<file path="config.mk">
export PLATFORM = sky130hd
export DESIGN_NAME = pci_config_space_regs
export DESIGN_NICKNAME = d
export VERILOG_FILES = /design/src/verilog/pci_cfg_pkg.sv /design/src/verilog/window_reg_if.sv /design/src/verilog/window_reg.sv /design/src/verilog/pci_config_space_regs.sv
export SDC_FILE = /design/constraint.sdc
export NUM_CORES = 1
export LEC_CHECK = 0
export BUFFER_PORTS_ARGS = -buffer_cell sky130_fd_sc_hd__buf_2
export CORE_MARGIN = 2
export CORE_UTILIZATION = 53
export CTS_CLUSTER_SIZE = 8
export DETAILED_ROUTE_END_ITERATION = 12
export PLACE_DENSITY = 0.82
export SYNTH_ARGS = -nofsm -noshare
export SYNTH_HDL_FRONTEND = slang
export SYNTH_SLANG_ARGS = --single-unit
export TNS_END_PERCENT = 30
</file>
<file path="constraint.sdc">
create_clock -name sys_clk -period 4.5 [get_ports sys_clk]
set_input_delay 0.45 -clock sys_clk [delete_from_list [all_inputs] [get_ports sys_clk]]
set_output_delay 0.45 -clock sys_clk [all_outputs]
set_load 0.005 [all_outputs]
</file>
<file path="src/verilog/pci_cfg_pkg.sv">
// Constants and types shared by the configuration space register bank.
package pci_cfg_pkg;

  // ****************************************************************
  // Register byte offsets within configuration space
  // ****************************************************************
  localparam logic [7:0] OFS_LINE_HDR   = 8'h0C;
  localparam logic [7:0] OFS_PREFETCH   = 8'h10;
  localparam logic [7:0] OFS_NONPREF    = 8'h14;
  localparam logic [7:0] OFS_IO_WINDOW  = 8'h18;
  localparam logic [7:0] OFS_BOARD_IDS  = 8'h2C;
  localparam logic [7:0] OFS_CAP_START  = 8'h34;
  localparam logic [7:0] OFS_INTERRUPT  = 8'h3C;
  localparam logic [7:0] OFS_PWR_CAP    = 8'h40;
  localparam logic [7:0] OFS_PWR_CTRL   = 8'h44;

  // ****************************************************************
  // Window registers: writable masks, fixed low bits, reset values
  // ****************************************************************
  localparam logic [31:0] PREFETCH_WMASK = 32'hFFC0_0000;
  localparam logic [31:0] PREFETCH_FIXED = 32'h0000_0008;
  localparam logic [31:0] PREFETCH_RST   = 32'h0000_0000;
  localparam logic [31:0] NONPREF_WMASK  = 32'hFF80_0000;
  localparam logic [31:0] NONPREF_FIXED  = 32'h0000_0000;
  localparam logic [31:0] NONPREF_RST    = 32'h0000_0000;
  localparam logic [31:0] IO_WMASK       = 32'hFFFF_FFF0;
  localparam logic [31:0] IO_FIXED       = 32'h0000_0001;
  localparam logic [31:0] IO_RST         = 32'h0000_0010;

  // ****************************************************************
  // Fixed read-only values
  // ****************************************************************
  localparam logic [7:0] HEADER_TYPE_VAL  = 8'h00;
  localparam logic [7:0] CAP_START_VAL    = 8'h40;
  localparam logic [7:0] INT_WIRE_VAL     = 8'h01;
  localparam logic [7:0] CAP_KIND_VAL     = 8'h01;
  localparam logic [7:0] CAP_NEXT_VAL     = 8'h00;
  localparam logic [2:0] PM_VERSION_VAL   = 3'h3;
  localparam logic [7:0] LINE_SIZE_MAX    = 8'h80;
  localparam logic [7:0] LINE_SIZE_RST    = 8'h00;
  localparam logic [7:0] LATENCY_RST      = 8'h00;
  localparam logic [7:0] ROUTING_RST      = 8'h00;

  // Defaults used when nothing was loaded from serial memory; arbitrary values.
  localparam logic [15:0] DEF_BOARD_ID     = 16'h0000;
  localparam logic [15:0] DEF_BOARD_VENDOR = 16'h0000;
  localparam logic [7:0]  DEF_MIN_GRANT    = 8'h00;
  localparam logic [7:0]  DEF_MAX_LATENCY  = 8'h00;

  // ****************************************************************
  // Field positions
  // ****************************************************************
  localparam int PMC_AUX_BIT     = 15;
  localparam int PCS_FLAG_BIT    = 15;
  localparam int PCS_SCALE_LSB   = 13;
  localparam int PCS_SELECT_LSB  = 9;
  localparam int PCS_ENABLE_BIT  = 8;
  localparam int FIGURE_BYTE_LSB = 24;

  // Device power states, D0 to D3 in encoding order.
  typedef enum logic [1:0] {PS_D0, PS_D1, PS_D2, PS_D3} power_state_t;

endpackage

</file>
<file path="src/verilog/window_reg_if.sv">
// Write port and read value of one address window register.
`timescale 1ns/100ps
interface window_reg_if;
  logic        wr;
  logic [3:0]  be;
  logic [31:0] wdata;
  logic [31:0] value;
  modport owner (input wr, input be, input wdata, output value);
  modport user  (output wr, output be, output wdata, input value);
endinterface

</file>
<file path="src/verilog/window_reg.sv">
// One base address window register with writable mask and fixed low bits.
`timescale 1ns/100ps
module window_reg
  import pci_cfg_pkg::*;
#(
  parameter logic [31:0] WMASK = 32'hFFFF_FFF0,
  parameter logic [31:0] FIXED = 32'h0000_0000,
  parameter logic [31:0] RST   = 32'h0000_0000
) (
  input  wire logic   sys_clk,
  input  wire logic   rst,
  window_reg_if.owner port
);

  logic [31:0] addr_q;
  logic [31:0] lane_mask;

  // Only bytes whose enable is set may change.
  assign lane_mask = {{8{port.be[3]}}, {8{port.be[2]}}, {8{port.be[1]}}, {8{port.be[0]}}};

  // Only the address bits are stored; the size mask bits never hold state.
  always_ff @(posedge sys_clk) begin
    if (rst) begin
      addr_q <= RST & WMASK;
    end else if (port.wr) begin
      addr_q <= (addr_q & ~(lane_mask & WMASK)) | (port.wdata & lane_mask & WMASK);
    end
  end

  // Writing all ones therefore reads back the sizing pattern.
  assign port.value = addr_q | FIXED;

endmodule

</file>
<file path="src/verilog/pci_config_space_regs.sv">
// Upper configuration header and power management capability register bank.
//
// What this block does
// - Cache line size keeps only zero or powers of two up to 80h, else zero.
// - Header type reads single function, ordinary target layout.
// - Prefetchable window reads FFC00008h after all ones are written.
// - Prefetchable window: only bits 31-22 writable, bit 3 reads one.
// - Nonprefetchable window reads FF800000h after all ones are written.
// - Nonprefetchable window: only bits 31-23 writable, rest read zero.
// - I/O window reads FFFFFFF1h after all ones are written.
// - I/O window: bits 31-4 writable, bits 3-1 zero, bit 0 one.
// - Board ids, minimum grant, maximum latency read-only, loadable from memory.
// - Capability list start reads fixed 40h.
// - Interrupt routing byte is stored and read back, never acted on.
// - Interrupt wire register reads first interrupt line, read-only.
// - Capability kind reads 1, next pointer reads 0.
// - Power capabilities bit 15 follows the auxiliary supply detect pin.
// - Auxiliary maximum current field always reads zero.
// - Version reads 3h; wake support, D1, D2, init bits read zero.
// - Wake clock bit reads zero.
// - Wake event flag is sticky, cleared by writing one only.
// - Flag zero while aux pin low; power reset also clears it, PCI reset does not.
// - Power event sets the flag; with enable set, wake pin is driven.
// - Scale field follows the selected figure from loaded data.
// - Select picks stored figure and scale; unsupported selections read zero.
// - Power state D0 or D3 only; unsupported or illegal writes leave it unchanged.
// - Every access is retried until autoinitialization has completed.
`timescale 1ns/100ps
module pci_config_space_regs
  import pci_cfg_pkg::*;
(
  input  wire logic              sys_clk,
  input  wire logic              rst,
  input  wire logic              power_on_rst,
  input  wire logic              cfg_req,
  input  wire logic              cfg_we,
  input  wire logic [7:0]        cfg_addr,
  input  wire logic [3:0]        cfg_be,
  input  wire logic [31:0]       cfg_wdata,
  output logic      [31:0]       cfg_rdata,
  output logic                   cfg_ack,
  output logic                   cfg_retry,
  input  wire logic              init_done,
  input  wire logic              init_loaded,
  input  wire logic [15:0]       load_board_id,
  input  wire logic [15:0]       load_board_vendor,
  input  wire logic [7:0]        load_min_grant,
  input  wire logic [7:0]        load_max_latency,
  input  wire logic [7:0][7:0]   load_figure_byte,
  input  wire logic [7:0][1:0]   load_figure_scale,
  input  wire logic              aux_supply_detect_pin,
  input  wire logic              power_event,
  output logic                   wake_o,
  output logic                   wake_oe,
  output logic      [1:0]        device_power_state
);

  // ****************************************************************
  // Pin synchroniser
  // ****************************************************************
  logic aux_meta_q;
  logic aux_q;

  // The detect pin is asynchronous; only the second stage is used.
  // Only power reset clears it, so PCI reset keeps the flag.
  always_ff @(posedge sys_clk) begin
    if (power_on_rst) begin
      aux_meta_q <= 1'b0;
      aux_q      <= 1'b0;
    end else begin
      aux_meta_q <= aux_supply_detect_pin;
      aux_q      <= aux_meta_q;
    end
  end

  // ****************************************************************
  // Access decode
  // ****************************************************************
  logic       wr_ok;
  logic       rd_ok;
  logic       wr_line_hdr;
  logic       wr_interrupt;
  logic       wr_pwr_ctrl;

  // Nothing is written or read while autoinitialization is still running.
  assign wr_ok        = cfg_req & cfg_we & init_done;
  assign rd_ok        = cfg_req & ~cfg_we & init_done;
  assign wr_line_hdr  = wr_ok & (cfg_addr == OFS_LINE_HDR);
  assign wr_interrupt = wr_ok & (cfg_addr == OFS_INTERRUPT);
  assign wr_pwr_ctrl  = wr_ok & (cfg_addr == OFS_PWR_CTRL);

  // ****************************************************************
  // Address window registers
  // ****************************************************************
  window_reg_if prefetch_if ();
  window_reg_if nonpref_if ();
  window_reg_if io_if ();

  // All three windows share the bus write data and lane enables.
  assign prefetch_if.wr    = wr_ok & (cfg_addr == OFS_PREFETCH);
  assign prefetch_if.be    = cfg_be;
  assign prefetch_if.wdata = cfg_wdata;
  assign nonpref_if.wr     = wr_ok & (cfg_addr == OFS_NONPREF);
  assign nonpref_if.be     = cfg_be;
  assign nonpref_if.wdata  = cfg_wdata;
  assign io_if.wr          = wr_ok & (cfg_addr == OFS_IO_WINDOW);
  assign io_if.be          = cfg_be;
  assign io_if.wdata       = cfg_wdata;

  // The 4 MB prefetchable memory window.
  window_reg #(
    .WMASK (PREFETCH_WMASK),
    .FIXED (PREFETCH_FIXED),
    .RST   (PREFETCH_RST)
  ) u_prefetch (
    .sys_clk (sys_clk),
    .rst     (rst),
    .port    (prefetch_if.owner)
  );

  // The 8 MB nonprefetchable memory window.
  window_reg #(
    .WMASK (NONPREF_WMASK),
    .FIXED (NONPREF_FIXED),
    .RST   (NONPREF_RST)
  ) u_nonpref (
    .sys_clk (sys_clk),
    .rst     (rst),
    .port    (nonpref_if.owner)
  );

  // The 16 byte I/O window.
  window_reg #(
    .WMASK (IO_WMASK),
    .FIXED (IO_FIXED),
    .RST   (IO_RST)
  ) u_io (
    .sys_clk (sys_clk),
    .rst     (rst),
    .port    (io_if.owner)
  );

  // ****************************************************************
  // Header bytes
  // ****************************************************************
  logic [7:0] line_size_q;
  logic [7:0] latency_q;
  logic [7:0] routing_q;
  logic       line_size_ok;

  // Zero or exactly one bit set; every such byte is at most 80h.
  assign line_size_ok = ((cfg_wdata[7:0] & (cfg_wdata[7:0] - 8'h01)) == 8'h00) &&
                        (cfg_wdata[7:0] <= LINE_SIZE_MAX);

  // A rejected size stores zero rather than keeping the old value.
  always_ff @(posedge sys_clk) begin
    if (rst) begin
      line_size_q <= LINE_SIZE_RST;
    end else if (wr_line_hdr && cfg_be[0]) begin
      line_size_q <= line_size_ok ? cfg_wdata[7:0] : 8'h00;
    end
  end

  // The latency timer is kept for software only.
  always_ff @(posedge sys_clk) begin
    if (rst) begin
      latency_q <= LATENCY_RST;
    end else if (wr_line_hdr && cfg_be[1]) begin
      latency_q <= cfg_wdata[15:8];
    end
  end

  // Routing is bookkeeping for the host; nothing in the block reads it.
  always_ff @(posedge sys_clk) begin
    if (rst) begin
      routing_q <= ROUTING_RST;
    end else if (wr_interrupt && cfg_be[0]) begin
      routing_q <= cfg_wdata[7:0];
    end
  end

  // ****************************************************************
  // Power management control
  // ****************************************************************
  logic [3:0]   select_q;
  logic         enable_q;
  power_state_t state_q;
  power_state_t state_req;
  logic         flag_q;
  logic         flag_clear;

  assign state_req = power_state_t'(cfg_wdata[1:0]);

  // Select and enable share byte lane 1; the reserved bits are dropped.
  always_ff @(posedge sys_clk) begin
    if (rst) begin
      select_q <= 4'h0;
      enable_q <= 1'b0;
    end else if (wr_pwr_ctrl && cfg_be[1]) begin
      select_q <= cfg_wdata[PCS_SELECT_LSB +: 4];
      enable_q <= cfg_wdata[PCS_ENABLE_BIT];
    end
  end

  // D1 and D2 are not supported, so only D0 and D3 are ever entered.
  // The write still completes on the bus; the data is simply discarded.
  always_ff @(posedge sys_clk) begin
    if (rst) begin
      state_q <= PS_D0;
    end else if (wr_pwr_ctrl && cfg_be[0]) begin
      case (state_req)
        PS_D0:   state_q <= PS_D0;
        PS_D3:   state_q <= PS_D3;
        default: state_q <= state_q;
      endcase
    end
  end

  // Writing zero to bit 15 is harmless.
  assign flag_clear = wr_pwr_ctrl & cfg_be[1] & cfg_wdata[PCS_FLAG_BIT];

  // The flag lives on the auxiliary supply, so PCI reset leaves it alone.
  // An event in the same cycle as a clear wins, so no event is lost.
  always_ff @(posedge sys_clk) begin
    if (power_on_rst || !aux_q) begin
      flag_q <= 1'b0;
    end else if (power_event) begin
      flag_q <= 1'b1;
    end else if (flag_clear) begin
      flag_q <= 1'b0;
    end
  end

  // The wake line is open drain and active low: driven low while the flag and enable are both set.
  always_ff @(posedge sys_clk) begin
    if (power_on_rst) begin
      wake_oe <= 1'b0;
    end else begin
      wake_oe <= flag_q & enable_q;
    end
  end

  // The pin value is fixed; only the enable moves.
  assign wake_o             = 1'b0;
  assign device_power_state = state_q;

  // ****************************************************************
  // Power figure lookup
  // ****************************************************************
  logic [7:0] figure_byte;
  logic [1:0] figure_scale;
  logic [2:0] figure_idx;
  logic       figure_valid;

  // Codes 0-3 and 8-Bh map to stored entries; bit 2 set means none.
  assign figure_idx   = {select_q[3], select_q[1:0]};
  assign figure_valid = ~select_q[2];
  assign figure_byte  = figure_valid ? load_figure_byte[figure_idx] : 8'h00;
  assign figure_scale = figure_valid ? load_figure_scale[figure_idx] : 2'h0;

  // ****************************************************************
  // Read value assembly
  // ****************************************************************
  logic [15:0] board_id;
  logic [15:0] board_vendor;
  logic [7:0]  min_grant;
  logic [7:0]  max_latency;
  logic [15:0] pwr_cap;
  logic [15:0] pwr_ctrl;
  logic [31:0] rd_d;

  // Loaded values replace defaults only when the memory was present.
  assign board_id     = init_loaded ? load_board_id     : DEF_BOARD_ID;
  assign board_vendor = init_loaded ? load_board_vendor : DEF_BOARD_VENDOR;
  assign min_grant    = init_loaded ? load_min_grant    : DEF_MIN_GRANT;
  assign max_latency  = init_loaded ? load_max_latency  : DEF_MAX_LATENCY;

  // Everything but the detect bit and version is constant zero.
  always_comb begin
    pwr_cap              = 16'h0000;
    pwr_cap[PMC_AUX_BIT] = aux_q;
    pwr_cap[2:0]         = PM_VERSION_VAL;
  end

  // Control word: flag, scale, select, enable and power state.
  always_comb begin
    pwr_ctrl                           = 16'h0000;
    pwr_ctrl[PCS_FLAG_BIT]             = flag_q;
    pwr_ctrl[PCS_SCALE_LSB +: 2]       = figure_scale;
    pwr_ctrl[PCS_SELECT_LSB +: 4]      = select_q;
    pwr_ctrl[PCS_ENABLE_BIT]           = enable_q;
    pwr_ctrl[1:0]                      = state_q;
  end

  // Unmapped offsets and reserved bytes read as zero.
  always_comb begin
    rd_d = 32'h0000_0000;
    case (cfg_addr)
      OFS_LINE_HDR:  rd_d = {8'h00, HEADER_TYPE_VAL, latency_q, line_size_q};
      OFS_PREFETCH:  rd_d = prefetch_if.value;
      OFS_NONPREF:   rd_d = nonpref_if.value;
      OFS_IO_WINDOW: rd_d = io_if.value;
      OFS_BOARD_IDS: rd_d = {board_id, board_vendor};
      OFS_CAP_START: rd_d = {24'h00_0000, CAP_START_VAL};
      OFS_INTERRUPT: rd_d = {max_latency, min_grant, INT_WIRE_VAL, routing_q};
      OFS_PWR_CAP:   rd_d = {pwr_cap, CAP_NEXT_VAL, CAP_KIND_VAL};
      OFS_PWR_CTRL:  rd_d = {figure_byte, 8'h00, pwr_ctrl};
      default:       rd_d = 32'h0000_0000;
    endcase
  end

  // ****************************************************************
  // Access termination
  // ****************************************************************
  // Read data is captured in the request cycle and shown with the ack.
  always_ff @(posedge sys_clk) begin
    if (rst) begin
      cfg_rdata <= 32'h0000_0000;
    end else if (rd_ok) begin
      cfg_rdata <= rd_d;
    end else if (cfg_req) begin
      cfg_rdata <= 32'h0000_0000;
    end
  end

  // Read-only fields are simply absent from the write paths above.
  // A request before initialization ends in retry and has no effect.
  always_ff @(posedge sys_clk) begin
    if (rst) begin
      cfg_ack   <= 1'b0;
      cfg_retry <= 1'b0;
    end else begin
      cfg_ack   <= cfg_req & init_done;
      cfg_retry <= cfg_req & ~init_done;
    end
  end

endmodule

</file>
After elaboration in Yosys (flattened, before gate mapping)
Cells that the tools add are included.

operators by class
  $lt $le $gt $ge = 2
  bitwise logic cells = 28
  multiplexer cells = 17
  eq/ne operators = 10
  add/sub/neg operators = 1
  reductions and logical operators = 14

operators with widths
  kind                                                                    number
  32-bit one-hot mux with 9 select lines                                  1
  32-bit AND                                                              4
  32-bit NOT                                                              3
  32-bit bitwise OR                                                       3
  32-bit two-way mux                                                      2
  8-bit two-way mux                                                       5
  16-bit two-way mux                                                      2
  8-bit binary-select mux with 3-bit select                               1
  8-bit by 5-bit equality test with 1-bit output (second input constant)  3
  8-bit by 6-bit equality test with 1-bit output (second input constant)  3
  8-bit by 7-bit equality test with 1-bit output (second input constant)  2
  1-bit AND                                                               15
  8-bit AND                                                               1
  8-bit by 4-bit equality test with 1-bit output (second input constant)  1
  8-bit <= comparator (second input constant)                             1
  8-bit logical NOT                                                       1
  8-bit by 1-bit subtractor with 8-bit output (second input constant)     1
  2-bit binary-select mux with 3-bit select                               1
  1-bit logical AND                                                       6
  2-bit nonzero test                                                      3
  3-bit by 4-bit < comparator with 1-bit output (second input constant)   1
  2-bit two-way mux                                                       2
  2-bit one-hot mux with 2 select lines                                   1
  2-bit equality test (second input constant)                             1
  6 further kinds                                                         8

storage, ports and cells
  output and inout port bits = 38
  register bits = 165

Logic depth before layout (Yosys ltp)
  word-level depth = 7
  mapped depth = 8

By module
A second synthesis with hierarchy kept.

second synthesis, totals
  cell total of the unflattened synthesis = 811
  area total of the unflattened synthesis = 7223.2 um^2

by module, submodules not included
  module                    area an instance (um^2)  sequential area each (um^2)  instances  cells each
  pci_config_space_regs     4712.0                   1361.3                       1          544
  window_reg at u_io        1297.5                   560.5                        1          133
  window_reg at u_prefetch  616.8                    200.2                        1          69
  window_reg at u_nonpref   596.8                    180.2                        1          65

Worst setup path after synthesis
No wires, ideal clock.

  path type = input to register
  from = input cfg_addr[0]
  to = register line_size_q[0]
  setup slack = 1.959 ns
  data required time = 4.383 ns
  path buffers = 3
  data arrival time = 2.424 ns
  stages = 8
  setup time = 0.117 ns
  cells stage by stage = buf_2 -> or4_4 -> or3_1 -> buf_2 -> or3_4 -> nor2b_1 -> clkbuf_1 -> a22o_1

on the way
  cells in the longest elaborated chain, start to end = 3

ends and longest elaborated chain
  what                                            RTL line                      RTL
  start, declared                                 pci_config_space_regs.sv:37   input wire logic [7:0] cfg_addr,
  8-bit by 4-bit equality test with 1-bit output  pci_config_space_regs.sv:88   assign wr_line_hdr = wr_ok & (cfg_addr == OFS_LINE_HDR);
  1-bit AND                                       pci_config_space_regs.sv:88
  1-bit logical AND                               pci_config_space_regs.sv:159  end else if (wr_line_hdr && cfg_be[0]) begin
  end signal, assigned                            pci_config_space_regs.sv:160  line_size_q <= line_size_ok ? cfg_wdata[7:0] : 8'h00;
  end, declared                                   pci_config_space_regs.sv:146  logic [7:0] line_size_q;

Every way passes these cells.
A chain may end at the register's enable or synchronous reset.

Worst setup path in the final report
  from = input cfg_addr[5]
  to = register cfg_rdata[30]

on the way
  cells in the longest elaborated chain, start to end = 3
  elaborated cells between the ends (all ways) = 11
  those cells by class = 9 x eq/ne; 2 x mux

ends and longest elaborated chain
  what                                                                    RTL line                      RTL
  8-bit by 7-bit equality test with 1-bit output (tied with other cells)  pci_config_space_regs.sv:298  case (cfg_addr)
  32-bit one-hot mux with 9 select lines (*)                              pci_config_space_regs.sv:298
  32-bit two-way mux (*)                                                  pci_config_space_regs.sv:319  end else if (rd_ok) begin
  end signal, assigned                                                    pci_config_space_regs.sv:320  cfg_rdata <= rd_d;
  end, declared                                                           pci_config_space_regs.sv:40   output logic [31:0] cfg_rdata,

Mark *: on every way between the ends. The rest lies on a longest branch, timed or not.

==> metrics <==
status=finished, final reports clean; DRT antenna net count=0; pin count of the biggest net entering global routing=74; CTS Hold Buffers Added=0; cell chain of the critical path=buf_2, or4b_2, or2_2, nor2_1, o211ai_1, a32oi_1; clock-pin slew on the worst setup and hold paths=50 ps; share of layout cells above drive strength 1=35.2%; vias=6,023; clock buffer depth=2; Leak=2.87 nW; Area growth syn-to-layout=29.6%; CP endpoint kind=register; Worst Hold Class=primary input to register; total track usage=32.6%; Routability Congestion=0.899; post-synthesis sequential area ratio=39.8%; Critical Path RT=4950 ps; Post-CTS Resized=0; Final Skew=7.49 ps; unrepaired setup endpoints after global routing=no; Syn. warnings=0; GRT overflow=0; Setup Viol. Count Final=0; crit path kind=primary input to register; std cell rows=38; DRT Pass-1 Iters=6; Setup Buffers After CTS=0; final wirelength=18,800 µm; starting utilization of the core area=53.8%; antenna violations before repair=1; Slew Viols, Final=0; # fillers=843; Primary FF master, synth=dfxtp_1; die area=11,800 µm²; clk sinks=115; final setup TNS=0 ps; Period Utilization, post-route=57.7%; Root Buffer=clkbuf_8; Avg WL per Cell=19.0 µm; nets=1,027; Slowest cell on crit path=or4b_2; DP Wirelength=14,100 µm; EDFF count, synth=0; Synth cell types=52; I/O pin count=219; crit-path max FO=35; Clock Latency Late Sink=520 ps; fmax=385 MHz; vias in the first global route=6,102; WP data arrival=3040 ps; Die Wd=108 µm; Inserted Clock Buffers=17; Synth Cell Area=5780 µm²; drt drc=0; crit start category=primary input; PD cells=332 nW/µm²; final hold violation count=0; register bit total from synthesis=115; Worst-Margin Slew=1140 ps; DRT iter0 DRCs=557; PortBufs=217; vias per cell=6.06; peak supply drop=0.000206 V; CP peak stage delay=830 ps; syn_nets=829; first-pass GRT wire length=29,400 µm; CTS H-tree depth=4; die outline height=108 µm; Mapped Cells=645; CTS tree=done; core area=10,700 µm²; slew margin rel.=22.7%; WHS=133 ps; Post-synth ARST share=0%; Avg Inst Size Synth=8.96 µm²; Max-cap violations=0; crit path time final=2600 ps
critical path, delay by kind of cell:
family	cells	cell delay [ps]
AOI/OAI and AO/OA	2	520
buffers and inverters	1	300
and+or+nand+nor	3	1760
kinds of logic (layout without fill, tap and decap cells):
logic type,after synthesis,in the layout,synth area share (%)
muxes,77,77,17.9
and+or+nand+nor,231,231,19.0
adders and majority gates,3,3,0.650
AOI/OAI and AO/OA,168,168,18.9
buffers and inverters,50,258,3.55
other,1,2,0.0649
DFF,115,115,39.8
final cells by class:
class | count | area [µm²] | area share (%)
Antenna cell | 1 | 2.50 | 0.0334
Multi-Input combinational cell | 480 | 3280 | 43.9
Clock buffer | 24 | 490 | 6.55
Clock inverter | 5 | 75.1 | 1.00
Tap cell | 140 | 175 | 2.34
Timing Repair Buffer | 224 | 1140 | 15.2
Sequential cell | 115 | 2300 | 30.7
Inverter | 5 | 18.8 | 0.251
path summary, 6_finish.rpt:
path,startpoint,endpoint,slack (ps),depth (start not counted)
worst max register to register,select_q[1],cfg_rdata[31],2370,4
worst min-delay path,power_on_rst,wake_oe,130,2
worst max-delay path,cfg_addr[5],cfg_rdata[30],1900,6
worst min register to register,aux_meta_q,aux_q,440,1
cells in the mapped netlist (3+ instances only):
library cell | n | share of area (%)
nor2_1 | 60 | 3.9
mux2i_1 | 45 | 7.8
a21o_1 | 4 | 0.52
a221oi_1 | 10 | 1.5
a22o_1 | 17 | 2.6
and3_1 | 5 | 0.54
nor2_2 | 3 | 0.32
mux2_2 | 12 | 2.3
o21ai_0 | 45 | 3.9
dfxtp_1 | 115 | 40
or3_1 | 3 | 0.32
mux4_2 | 20 | 7.8
nand2_1 | 94 | 6.1
nor2b_1 | 6 | 0.65
a21oi_1 | 48 | 4.2
inv_1 | 5 | 0.32
a22oi_1 | 14 | 1.8
nor4_1 | 3 | 0.32
a32oi_1 | 5 | 0.76
a222oi_1 | 11 | 1.9
nand2b_1 | 12 | 1.3
clkbuf_1 | 38 | 2.5
ha_1 | 3 | 0.65
nand3_1 | 13 | 1.1
a31oi_1 | 4 | 0.43
nor3_1 | 11 | 0.95
power breakdown:
part | switching, W | internal (W) | total [W]
Sequential | 0.000000904 | 0.00102 | 0.00102
Combinational | 0.0000986 | 0.0000869 | 0.000185
Clock | 0.000434 | 0.000848 | 0.00128
Total | 0.000533 | 0.00196 | 0.00249
cell usage in the layout (no fill, tap or decap), types with 4 or more instances in the layout:
cell type  Yosys  layout
buf_2          2     217
dfxtp_1      115     115
nand2_1       94      94
nor2_1        60      59
a21oi_1       48      48
o21ai_0       45      45
mux2i_1       45      45
mux4_2        20      20
a22o_1        17      17
clkbuf_16      0      16
a22oi_1       14      14
nand3_1       13      13
nand2b_1      12      12
mux2_2        12      12
a222oi_1      11      11
nor3_1        11      10
a221oi_1      10      10
buf_4          2       7
nor2b_1        6       6
clkbuf_8       0       6
inv_1          5       5
and3_1         5       5
a32oi_1        5       5
nor2_2         3       4
a21o_1         4       4
a31oi_1        4       4
layer usage:
metal  part of all wire (%)  GRT usage [%]
met5                      0              0
met4                    3.1           16.4
met3                    9.4           8.74
met2                     51           57.1
met1                     37           36.4
stage by stage:
step / area [µm²] / setup slack, ps / power, W / instances / utilization (%)
after floorplan: 5780 / 1960 / 0.00111 / 645 / -
after global placement: 6920 / 1430 / 0.00122 / 964 / 64.4
after detailed placement: 6920 / 1410 / 0.00123 / 964 / 64.4
after CTS: 7480 / 1970 / 0.00249 / 993 / 69.7
after global routing: 7490 / 1780 / 0.00256 / 994 / 69.7
final: 7490 / 1900 / 0.00249 / 994 / 69.7
No activity file was read; power rests on OpenSTA's default activity.
